### src/verilog/etc_pkg.sv
// Constants, encodings and carrier types of the enhanced timer channel control block
package etc_pkg;

  localparam int CNT_W = 10;
  localparam int NUM_CH = 2;
  localparam int ADDR_W = 8;

  // Register byte offsets
  localparam logic [7:0] OFS_TIMER_CTRL = 8'h00;
  localparam logic [7:0] OFS_CHAN_A_CTRL = 8'h04;
  localparam logic [7:0] OFS_CHAN_B_CTRL = 8'h08;
  localparam logic [7:0] OFS_CNT_LOW = 8'h0c;
  localparam logic [7:0] OFS_CNT_HIGH = 8'h10;
  localparam logic [7:0] OFS_CMP_A_LOW = 8'h14;
  localparam logic [7:0] OFS_CMP_A_HIGH = 8'h18;
  localparam logic [7:0] OFS_CMP_B_LOW = 8'h1c;
  localparam logic [7:0] OFS_CMP_B_HIGH = 8'h20;

  // Timer control register fields
  localparam int PAUSE_BIT = 7;
  localparam int ON_BIT = 3;
  localparam int PERIOD_LSB = 0;
  localparam int PERIOD_W = 3;
  localparam int PERIOD_SHIFT = 7;

  // Channel control register fields
  localparam int MODE_LSB = 6;
  localparam int FUNC_LSB = 4;
  localparam int LEVEL_BIT = 3;
  localparam int INV_BIT = 2;
  localparam int DIR_BIT = 1;
  localparam int CLR_SEL_BIT = 0;
  localparam int ALIGN_LSB = 0;

  localparam logic [7:0] CTRL_RESET = 8'h00;
  localparam logic [CNT_W-1:0] CMP_RESET = 10'h000;

  typedef enum logic [1:0] {
    MODE_CMP = 2'b00,
    MODE_CAP = 2'b01,
    MODE_PWM = 2'b10,
    MODE_TMR = 2'b11
  } etc_mode_t;

  // Output function codes, meaning depends on mode
  localparam logic [1:0] FUNC_0 = 2'b00;
  localparam logic [1:0] FUNC_1 = 2'b01;
  localparam logic [1:0] FUNC_2 = 2'b10;
  localparam logic [1:0] FUNC_3 = 2'b11;

  localparam logic [1:0] ALIGN_EDGE = 2'b00;

  typedef struct packed {
    logic [1:0] mode;
    logic [1:0] func;
    logic level;
    logic invert;
  } etc_chan_cfg_t;

endpackage

### src/verilog/etc_timer.sv
// Enhanced timer: 10-bit counter, two compare/capture channels, AHB-Lite registers
//
// The AHB-Lite slave port and the placing of the registers were decided locally.
`timescale 1ns/1ps

//Contract
// - Channel A mode: 00 compare, 01 capture, 10 PWM/single pulse, 11 timer.
// - Timer/counter mode releases the pin; function, level and invert unused.
// - Compare mode match: 00 no change, 01 low, 10 high, 11 toggle.
// - PWM mode function: 00 inactive, 01 active, 10 PWM, 11 single pulse.
// - Capture mode: 00 rising, 01 falling, 10 both edges, 11 disabled.
// - Compare match leaves pin unchanged when requested level equals initial.
// - Enable rising edge returns compare-mode pin to its initial level.
// - Level bit: initial level in compare mode, active level in PWM modes.
// - Invert bit inverts the pin; no effect in timer/counter mode.
// - Read-only direction flag: 0 counting up, 1 counting down.
// - Clear select 1: A match clears; 0: period match or overflow clears.
// - Overflow clearing only when period compare value is zero.
// - Clear select ignored in PWM, single pulse and capture modes.
// - Channel B has identical fields, driving all three of its pins. In the code, channel B bits 1..0 hold the alignment.
// - Alignment: 00 edge, centre with match on up, down, or both.
// - Counter readable only: low byte bits 7..0, high byte bits 9..8.
// - Compare A value read/write as low and high byte, reset zero.
// - Enable rising clears counter; falling stops and keeps count.
// - Period value compares counter top three bits, steps of 128 clocks.
// - Channel B pins change in compare mode only on a B match. The code also returns them to the initial level on an enable rising edge.
module etc_timer (
  input wire logic clk_in,
  input wire logic nrst_in,
  input wire logic hsel_in,
  input wire logic [31:0] haddr_in,
  input wire logic [1:0] htrans_in,
  input wire logic hwrite_in,
  input wire logic [2:0] hsize_in,
  input wire logic [31:0] hwdata_in,
  input wire logic hready_in,
  output logic [31:0] hrdata_out,
  output logic hreadyout_out,
  output logic hresp_out,
  input wire logic count_tick_in,
  input wire logic chan_a_pin_in,
  output logic chan_a_pin_out,
  output logic chan_a_pin_oe_n_out,
  input wire logic [2:0] chan_b_pin_in,
  output logic [2:0] chan_b_pin_out,
  output logic [2:0] chan_b_pin_oe_n_out
);

  localparam int W = etc_pkg::CNT_W;
  logic [7:0] timer_ctrl_reg;
  logic [7:0] chan_a_ctrl_reg;
  logic [7:0] chan_b_ctrl_reg;
  logic [W-1:0] cmp_reg [etc_pkg::NUM_CH];
  logic [W-1:0] cnt_reg;
  logic [W-1:0] cnt_next;
  logic dir_reg;
  logic dir_next;
  logic on_d_reg;
  logic [31:0] rdata_reg;
  logic wr_pend_reg;
  logic [7:0] wr_addr_reg;
  logic on_bit;
  logic pause_bit;
  logic en_rise;
  logic tick;
  logic [2:0] period_val;
  logic [W-1:0] top_val;
  logic centre;
  logic clr_on_a;
  logic [1:0] align;
  etc_pkg::etc_chan_cfg_t cfg [etc_pkg::NUM_CH];
  logic [etc_pkg::NUM_CH-1:0] match_ev;
  logic [etc_pkg::NUM_CH-1:0] cap_ev;
  logic [etc_pkg::NUM_CH-1:0] pin_q;
  logic [etc_pkg::NUM_CH-1:0] oe_n_q;
  logic [3:0] pin_raw;
  logic [3:0] sync1_reg;
  logic [3:0] sync2_reg;
  logic [etc_pkg::NUM_CH-1:0] cap_pin;
  logic addr_ok;
  logic [7:0] addr_lo;

  assign on_bit = timer_ctrl_reg[etc_pkg::ON_BIT];
  assign pause_bit = timer_ctrl_reg[etc_pkg::PAUSE_BIT];
  assign period_val = timer_ctrl_reg[etc_pkg::PERIOD_LSB +: etc_pkg::PERIOD_W];
  assign align = chan_b_ctrl_reg[etc_pkg::ALIGN_LSB +: 2];
  assign en_rise = on_bit & ~on_d_reg;
  assign tick = on_bit & ~pause_bit & count_tick_in;

  assign cfg[0] = chan_a_ctrl_reg[7:2];
  assign cfg[1] = chan_b_ctrl_reg[7:2];
  // Last count of a period; period value zero wraps to full-scale overflow
  assign top_val = {period_val, 7'h00} - 10'h001;
  assign centre = ((cfg[0].mode == etc_pkg::MODE_PWM) || (cfg[1].mode == etc_pkg::MODE_PWM))
                  && (align != etc_pkg::ALIGN_EDGE);
  // Clear select only steers compare and timer/counter modes
  assign clr_on_a = chan_a_ctrl_reg[etc_pkg::CLR_SEL_BIT]
                    && ((cfg[0].mode == etc_pkg::MODE_CMP) || (cfg[0].mode == etc_pkg::MODE_TMR));

  always_comb
  begin
    cnt_next = cnt_reg;
    dir_next = dir_reg;
    if (en_rise)
    begin
      cnt_next = '0;
      dir_next = 1'b0;
    end
    else if (tick && !centre)
    begin
      dir_next = 1'b0;
      if (clr_on_a ? (cnt_reg == cmp_reg[0]) : (cnt_reg == top_val))
      begin
        cnt_next = '0;
      end
      else
      begin
        cnt_next = cnt_reg + 10'h001;
      end
    end
    else if (tick)
    begin
      // Centre-aligned: turn down at the top and up at zero
      if (!dir_reg && (cnt_reg == top_val))
      begin
        dir_next = 1'b1;
      end
      else if (dir_reg && (cnt_reg == '0))
      begin
        dir_next = 1'b0;
      end
      cnt_next = dir_next ? (cnt_reg - 10'h001) : (cnt_reg + 10'h001);
    end
  end

  always_ff @(posedge clk_in or negedge nrst_in)
  begin
    if (!nrst_in)
    begin
      cnt_reg <= '0;
      dir_reg <= 1'b0;
      on_d_reg <= 1'b0;
    end
    else
    begin
      cnt_reg <= cnt_next;
      dir_reg <= dir_next;
      on_d_reg <= on_bit;
    end
  end

  // Pin inputs pass two flops before capture edge detection
  assign pin_raw = {chan_b_pin_in, chan_a_pin_in};

  always_ff @(posedge clk_in or negedge nrst_in)
  begin
    if (!nrst_in)
    begin
      sync1_reg <= '0;
      sync2_reg <= '0;
    end
    else
    begin
      sync1_reg <= pin_raw;
      sync2_reg <= sync1_reg;
    end
  end
  assign cap_pin = {sync2_reg[1], sync2_reg[0]};
  genvar ch;
  generate
    for (ch = 0; ch < etc_pkg::NUM_CH; ch++)
    begin : g_chan
      logic lvl_reg;
      logic cap_prev_reg;
      logic out_reg;
      logic oe_n_reg;
      logic active_lvl;

      assign active_lvl = cfg[ch].level;
      // Matches only count on a counter step; a B match only moves B pins
      assign match_ev[ch] = tick && (cnt_reg == cmp_reg[ch]);

      always_comb
      begin
        cap_ev[ch] = 1'b0;
        if (cfg[ch].mode == etc_pkg::MODE_CAP)
        begin
          case (cfg[ch].func)
            etc_pkg::FUNC_0: cap_ev[ch] = cap_pin[ch] & ~cap_prev_reg;
            etc_pkg::FUNC_1: cap_ev[ch] = ~cap_pin[ch] & cap_prev_reg;
            etc_pkg::FUNC_2: cap_ev[ch] = cap_pin[ch] ^ cap_prev_reg;
            default: cap_ev[ch] = 1'b0;
          endcase
        end
      end

      always_ff @(posedge clk_in or negedge nrst_in)
      begin
        if (!nrst_in)
        begin
          cap_prev_reg <= 1'b0;
        end
        else
        begin
          cap_prev_reg <= cap_pin[ch];
        end
      end

      always_ff @(posedge clk_in or negedge nrst_in)
      begin
        if (!nrst_in)
        begin
          lvl_reg <= 1'b0;
        end
        else
        begin
          case (cfg[ch].mode)
            etc_pkg::MODE_CMP:
            begin
              if (en_rise)
              begin
                lvl_reg <= cfg[ch].level;
              end
              else if (match_ev[ch])
              begin
                case (cfg[ch].func)
                  etc_pkg::FUNC_1: if (cfg[ch].level) lvl_reg <= 1'b0;
                  etc_pkg::FUNC_2: if (!cfg[ch].level) lvl_reg <= 1'b1;
                  etc_pkg::FUNC_3: lvl_reg <= ~lvl_reg;
                  default: lvl_reg <= lvl_reg;
                endcase
              end
            end
            etc_pkg::MODE_PWM:
            begin
              case (cfg[ch].func)
                etc_pkg::FUNC_0: lvl_reg <= ~active_lvl;
                etc_pkg::FUNC_1: lvl_reg <= active_lvl;
                etc_pkg::FUNC_2:
                begin
                  if (en_rise)
                  begin
                    lvl_reg <= active_lvl;
                  end
                  else if (match_ev[ch] && (!centre || (!dir_reg && align[0])))
                  begin
                    lvl_reg <= ~active_lvl;
                  end
                  else if ((match_ev[ch] && dir_reg && align[1]) || (tick && (cnt_reg == '0)))
                  begin
                    lvl_reg <= active_lvl;
                  end
                end
                default:
                begin
                  // Single pulse: starts on enable, ends on the first match
                  if (en_rise)
                  begin
                    lvl_reg <= active_lvl;
                  end
                  else if (match_ev[ch])
                  begin
                    lvl_reg <= ~active_lvl;
                  end
                end
              endcase
            end
            default: lvl_reg <= lvl_reg;
          endcase
        end
      end

      // Capture and timer/counter modes release the pin
      always_ff @(posedge clk_in or negedge nrst_in)
      begin
        if (!nrst_in)
        begin
          out_reg <= 1'b0;
          oe_n_reg <= 1'b1;
        end
        else
        begin
          out_reg <= lvl_reg ^ cfg[ch].invert;
          oe_n_reg <= (cfg[ch].mode == etc_pkg::MODE_CAP)
                      || (cfg[ch].mode == etc_pkg::MODE_TMR);
        end
      end

      assign pin_q[ch] = out_reg;
      assign oe_n_q[ch] = oe_n_reg;
    end
  endgenerate

  assign chan_a_pin_out = pin_q[0];
  assign chan_a_pin_oe_n_out = oe_n_q[0];
  assign chan_b_pin_out = {3{pin_q[1]}};
  assign chan_b_pin_oe_n_out = {3{oe_n_q[1]}};

  // AHB-Lite slave, zero wait states, always OKAY
  assign hreadyout_out = 1'b1;
  assign hresp_out = 1'b0;
  assign hrdata_out = rdata_reg;
  assign addr_lo = haddr_in[etc_pkg::ADDR_W-1:0];
  assign addr_ok = hsel_in && htrans_in[1] && hready_in;

  always_ff @(posedge clk_in or negedge nrst_in)
  begin
    if (!nrst_in)
    begin
      wr_pend_reg <= 1'b0;
      wr_addr_reg <= '0;
    end
    else
    begin
      wr_pend_reg <= addr_ok && hwrite_in;
      wr_addr_reg <= addr_lo;
    end
  end

  always_ff @(posedge clk_in or negedge nrst_in)
  begin
    if (!nrst_in)
    begin
      rdata_reg <= '0;
    end
    else if (addr_ok && !hwrite_in)
    begin
      case (addr_lo)
        etc_pkg::OFS_TIMER_CTRL: rdata_reg <= {24'h000000, timer_ctrl_reg};
        etc_pkg::OFS_CHAN_A_CTRL: rdata_reg <= {24'h000000, chan_a_ctrl_reg[7:2], dir_reg,
                                                chan_a_ctrl_reg[0]};
        etc_pkg::OFS_CHAN_B_CTRL: rdata_reg <= {24'h000000, chan_b_ctrl_reg};
        etc_pkg::OFS_CNT_LOW: rdata_reg <= {24'h000000, cnt_reg[7:0]};
        etc_pkg::OFS_CNT_HIGH: rdata_reg <= {30'h00000000, cnt_reg[9:8]};
        etc_pkg::OFS_CMP_A_LOW: rdata_reg <= {24'h000000, cmp_reg[0][7:0]};
        etc_pkg::OFS_CMP_A_HIGH: rdata_reg <= {30'h00000000, cmp_reg[0][9:8]};
        etc_pkg::OFS_CMP_B_LOW: rdata_reg <= {24'h000000, cmp_reg[1][7:0]};
        etc_pkg::OFS_CMP_B_HIGH: rdata_reg <= {30'h00000000, cmp_reg[1][9:8]};
        default: rdata_reg <= '0;
      endcase
    end
  end

  // Counter registers have no write path; direction bit writes are dropped
  always_ff @(posedge clk_in or negedge nrst_in)
  begin
    if (!nrst_in)
    begin
      timer_ctrl_reg <= etc_pkg::CTRL_RESET;
      chan_a_ctrl_reg <= etc_pkg::CTRL_RESET;
      chan_b_ctrl_reg <= etc_pkg::CTRL_RESET;
    end
    else if (wr_pend_reg)
    begin
      case (wr_addr_reg)
        etc_pkg::OFS_TIMER_CTRL: timer_ctrl_reg <= hwdata_in[7:0];
        etc_pkg::OFS_CHAN_A_CTRL: chan_a_ctrl_reg <= {hwdata_in[7:2], 1'b0,
                                                      hwdata_in[0]};
        etc_pkg::OFS_CHAN_B_CTRL: chan_b_ctrl_reg <= hwdata_in[7:0];
        default: timer_ctrl_reg <= timer_ctrl_reg;
      endcase
    end
  end

  // Capture loads the counter value into the channel compare register
  always_ff @(posedge clk_in or negedge nrst_in)
  begin
    if (!nrst_in)
    begin
      cmp_reg[0] <= etc_pkg::CMP_RESET;
      cmp_reg[1] <= etc_pkg::CMP_RESET;
    end
    else
    begin
      for (int i = 0; i < etc_pkg::NUM_CH; i++)
      begin
        if (cap_ev[i])
        begin
          cmp_reg[i] <= cnt_reg;
        end
        else if (wr_pend_reg && (wr_addr_reg == ((i == 0) ? etc_pkg::OFS_CMP_A_LOW
                                                          : etc_pkg::OFS_CMP_B_LOW)))
        begin
          cmp_reg[i][7:0] <= hwdata_in[7:0];
        end
        else if (wr_pend_reg && (wr_addr_reg == ((i == 0) ? etc_pkg::OFS_CMP_A_HIGH
                                                          : etc_pkg::OFS_CMP_B_HIGH)))
        begin
          cmp_reg[i][9:8] <= hwdata_in[1:0];
        end
      end
    end
  end

endmodule // etc_timer

### config.mk
export PLATFORM = sky130hd
export DESIGN_NAME = etc_timer
export DESIGN_NICKNAME = d
export VERILOG_FILES = /design/src/verilog/etc_pkg.sv /design/src/verilog/etc_timer.sv
export SDC_FILE = /design/constraint.sdc
export NUM_CORES = 1
export LEC_CHECK = 0
export ABC_AREA = 1
export BUFFER_PORTS_ARGS = -buffer_cell sky130_fd_sc_hd__buf_2
export CAP_MARGIN = 25
export CORE_MARGIN = 2
export CORE_UTILIZATION = 55
export DETAILED_ROUTE_END_ITERATION = 12
export GPL_ROUTABILITY_DRIVEN = 0
export HOLD_SLACK_MARGIN = 0.1
export PLACE_DENSITY = 0.8
export RECOVER_POWER = 25
export SKIP_CTS_REPAIR_TIMING = 1
export SYNTH_ARGS = -nofsm -noshare
export SYNTH_HDL_FRONTEND = slang
export SYNTH_SLANG_ARGS = --single-unit
export TNS_END_PERCENT = 50
### constraint.sdc
create_clock -name clk_in -period 2.1 [get_ports clk_in]
set_input_delay 0.21 -clock clk_in [delete_from_list [all_inputs] [get_ports clk_in]]
set_output_delay 0.21 -clock clk_in [all_outputs]
set_load 0.02 [all_outputs]
==> run_results.csv <==
group,metric,value,unit
outcome,status,"complete, no violations",
critical_path,critPathMaxStageDelay,0.39,ns
critical_path,cp.required,2.36,ns
yosys,synth_top_family_by_area,"simple AND/OR/NAND/NOR gates",
floorplanning,dieArea,10800,µm²
yosys,yosysSeqAreaShare,0.383,
routing,drc,0,
yosys,ys_warn_count,0,
clock_tree,cts_buffer_depth,2,
sta,setup_viol,0,
critical_path,ff2ff_setup_slack,0.11,ns
clock_tree,clockRootBuffer,"clkbuf_8",
clock_tree,tritoncts,"done",
routing,ant_nets,0,
cells_and_area,mostFrequentLayoutCells,"nand2_1 (187), inv_1 (75), dfrtp_1 (74), o21ai_0 (48), nor2_1 (46)",
power,power_leakage,0.00327,µW
hold_path,min_to,"cmp_reg[16]$_DFFE_PN0P_",
routing,post_drt_wl_per_cell,15.9,µm
global_route,grt_max_degree,49,
yosys,synthDistinctLibCells,43,
routing,first_pass_iters,6,
yosys,ys_ff_latch,84,
floorplanning,core_area,9730,µm²
yosys,yosysTopAreaCell,"dfrtp_1",
yosys,synth-edff-count,0,
cells_and_area,nets,867,
yosys,synthTopCellsByArea,"dfrtp_1 (37%), nand2_1 (13%), buf_4 (5.3%)",
hold_path,min_path_cells,3,
yosys,async_flop_share,1.00,
yosys,synth_cells,717,
yosys,synth-compound-area-share,0.148,
power,power_density,611,nW/µm²
sta,slew_violations,0,
critical_path,worstPathArrival,2.26,ns
cells_and_area,syn_to_final_growth,11.5,%
floorplanning,rows,36,
critical_path,r2r-start,"timer_ctrl_reg[0]$_DFFE_PN0P_",
routing,wl,14400,µm
clock_tree,clk_latency,0.37,ns
job,cap_violations,0,
clock_tree,cts.sinks,84,
sta,post-route-min-period,1.99,ns
cells_and_area,register_area,2110,µm²
critical_path,worstSetupPathType,"reg2reg",
clock_tree,htree_levels,3,
routing,vias,5106,
sta,fmax,0.502,GHz
sta,setup_tns,0,ns
floorplanning,die_w,104,µm
global_route,grt-ovfl-total,0,
sta,final_hold_viol_count,0,
critical_path,end_kind,"flop",
critical_path,cp-start-kind,"flop",
sta,slew_headroom,0.392,
sta,timing.final.crit_share,0.949,
cells_and_area,drive_above_1_share,0.154,
global_route,grt_pass1_wl,23400,µm
cells_and_area,final_common_cell,"nand2_1",
yosys,syn_avg_cell_area,7.65,µm²
yosys,synthAdderAreaFrac,0.0456,
cells_and_area,n_antenna_cell,0,
global_route,antenna_found_initial,0,
floorplanning,die_h,104,µm
yosys,muxShareOfSynthArea,0,
floorplanning,initial_core_util,0.564,
cells_and_area,largest_reg_flops,20,
sta,skew,0.0118,ns
floorplanning,pin_count,121,
power,vdd_drop_max,367,µV
clock_tree,clkTransAtPathRegs,0.09,ns
clock_tree,cts_buffers,9,
hold_path,worstHoldStart,"hwdata_in[6]",
hold_path,hold_class,"in2reg",
cells_and_area,fillers,812,
yosys,ys.flop_type,"dfrtp_1",
critical_path,reg2regPathDepth,11,
global_route,grt_pass1_vias,4832,
cells_and_area,final_util,0.629,
yosys,synthSimpleGateAreaFrac,0.254,
routing,drt-initial-drc-count,527,
sta,rsz0062_at_grt,"false",
sta,worst_pin_slew,0.912,ns
critical_path,crit_fanout,12,
placed_design,dp_hpwl,11000,µm
critical_path,path_cells,"inv_1 -> ha_1 -> xnor2_2 -> xor2_1 -> nand3_4 -> nand2_4 -> nand2_4 -> nand2_1 -> o211ai_2 -> nand3_1 -> nand2_1",
cells_and_area,multi_input_area,2810,µm²
global_route,grt_util_all_layers,0.273,
yosys,netlist_area,5490,µm²
placed_design,io_buffers,40,
yosys,synth_top_area_frac,0.374,
yosys,synth_xor_xnor_area_share,0.0399,
routing,vias_per_cell,5.64,
critical_path,worst_path_max_delay_cell,"dfrtp_1",
critical_path,reg2reg_to,"cnt_reg[8]$_DFFE_PN0P_",
critical path, delay by kind of cell, from the launching register on:
kind,cells,cell delay (ns)
flip-flops,1,0.39
adder cells (fa/ha/maj),1,0.24
AND/OR/NAND/NOR,6,0.61
AO/OA/AOI/OAI,1,0.08
buffers and inverters,1,0.09
XOR/XNOR,2,0.46
layer usage:
metal  wire length, µm  GRT usage
met1              5860      0.343
met2              6660      0.439
met3              1440     0.0739
met4               490      0.129
met5                 0          0
area by class of cell:
class                   instances  share of cell area
clock buffers                  10              0.0209
clock inverters                 6              0.0223
inverters                      90              0.0564
multi-input cells             518               0.459
flip-flops and latches         84               0.346
well taps                     133              0.0272
repair buffers                 65              0.0689
synthesized netlist by cell type (7+ instances only):
cell type / n
a21oi_1: 19
buf_4: 39
clkbuf_1: 7
dfrtp_1: 82
ha_1: 20
inv_1: 75
inv_2: 12
nand2_1: 188
nand3_1: 37
nand4_1: 7
nor2_1: 47
nor3_1: 7
o21ai_0: 48
o21ai_1: 9
o221ai_1: 15
o22ai_1: 25
xnor2_1: 11
xor2_1: 14
cell families (layout without fill, tap and decap cells):
| group | after synthesis | in the layout |
|---|---|---|
| simple gates | 314 | 314 |
| xor+xnor | 25 | 25 |
| buf+inv | 139 | 171 |
| compound gates | 133 | 133 |
| fa+ha+maj | 20 | 20 |
| other cells | 2 | 26 |
| flops | 84 | 84 |
report_power, final:
part           total (µW)  switching, µW  internal (µW)
combinational         471            312            160
clock                1540            625            913
sequential           1730           48.3           1680
per-stage QoR:
step           cells  power (µW)  hold WS, ns  setup slack, ns  instance area [µm²]
3_5_place_dp     879        2210        0.203           0.0999                 5710
2_1_floorplan    741        2110      -0.0856            0.322                 5580
5_1_grt          906        3880        0.116          0.00287                 6120
4_1_cts          895        3720       -0.198           0.0843                 5980
6_report         906        3740        0.119            0.107                 6120
3_3_place_gp     879        2190        0.194            0.134                 5710
worst max path at each step:
stage               cells past startpoint                endpoint                           start
floorplan                              12  cnt_reg[8]$_DFFE_PN0P_   timer_ctrl_reg[0]$_DFFE_PN0P_
global placement                       12  cnt_reg[1]$_DFFE_PN0P_          cnt_reg[0]$_DFFE_PN0P_
detailed placement                     12  cnt_reg[8]$_DFFE_PN0P_          cnt_reg[1]$_DFFE_PN0P_
CTS                                    12  cnt_reg[8]$_DFFE_PN0P_          cnt_reg[1]$_DFFE_PN0P_
global route                           14  cnt_reg[8]$_DFFE_PN0P_  chan_a_ctrl_reg[6]$_DFFE_PN0P_
finish                                 11  cnt_reg[8]$_DFFE_PN0P_   timer_ctrl_reg[0]$_DFFE_PN0P_
No activity file was read; power rests on OpenSTA's default activity.
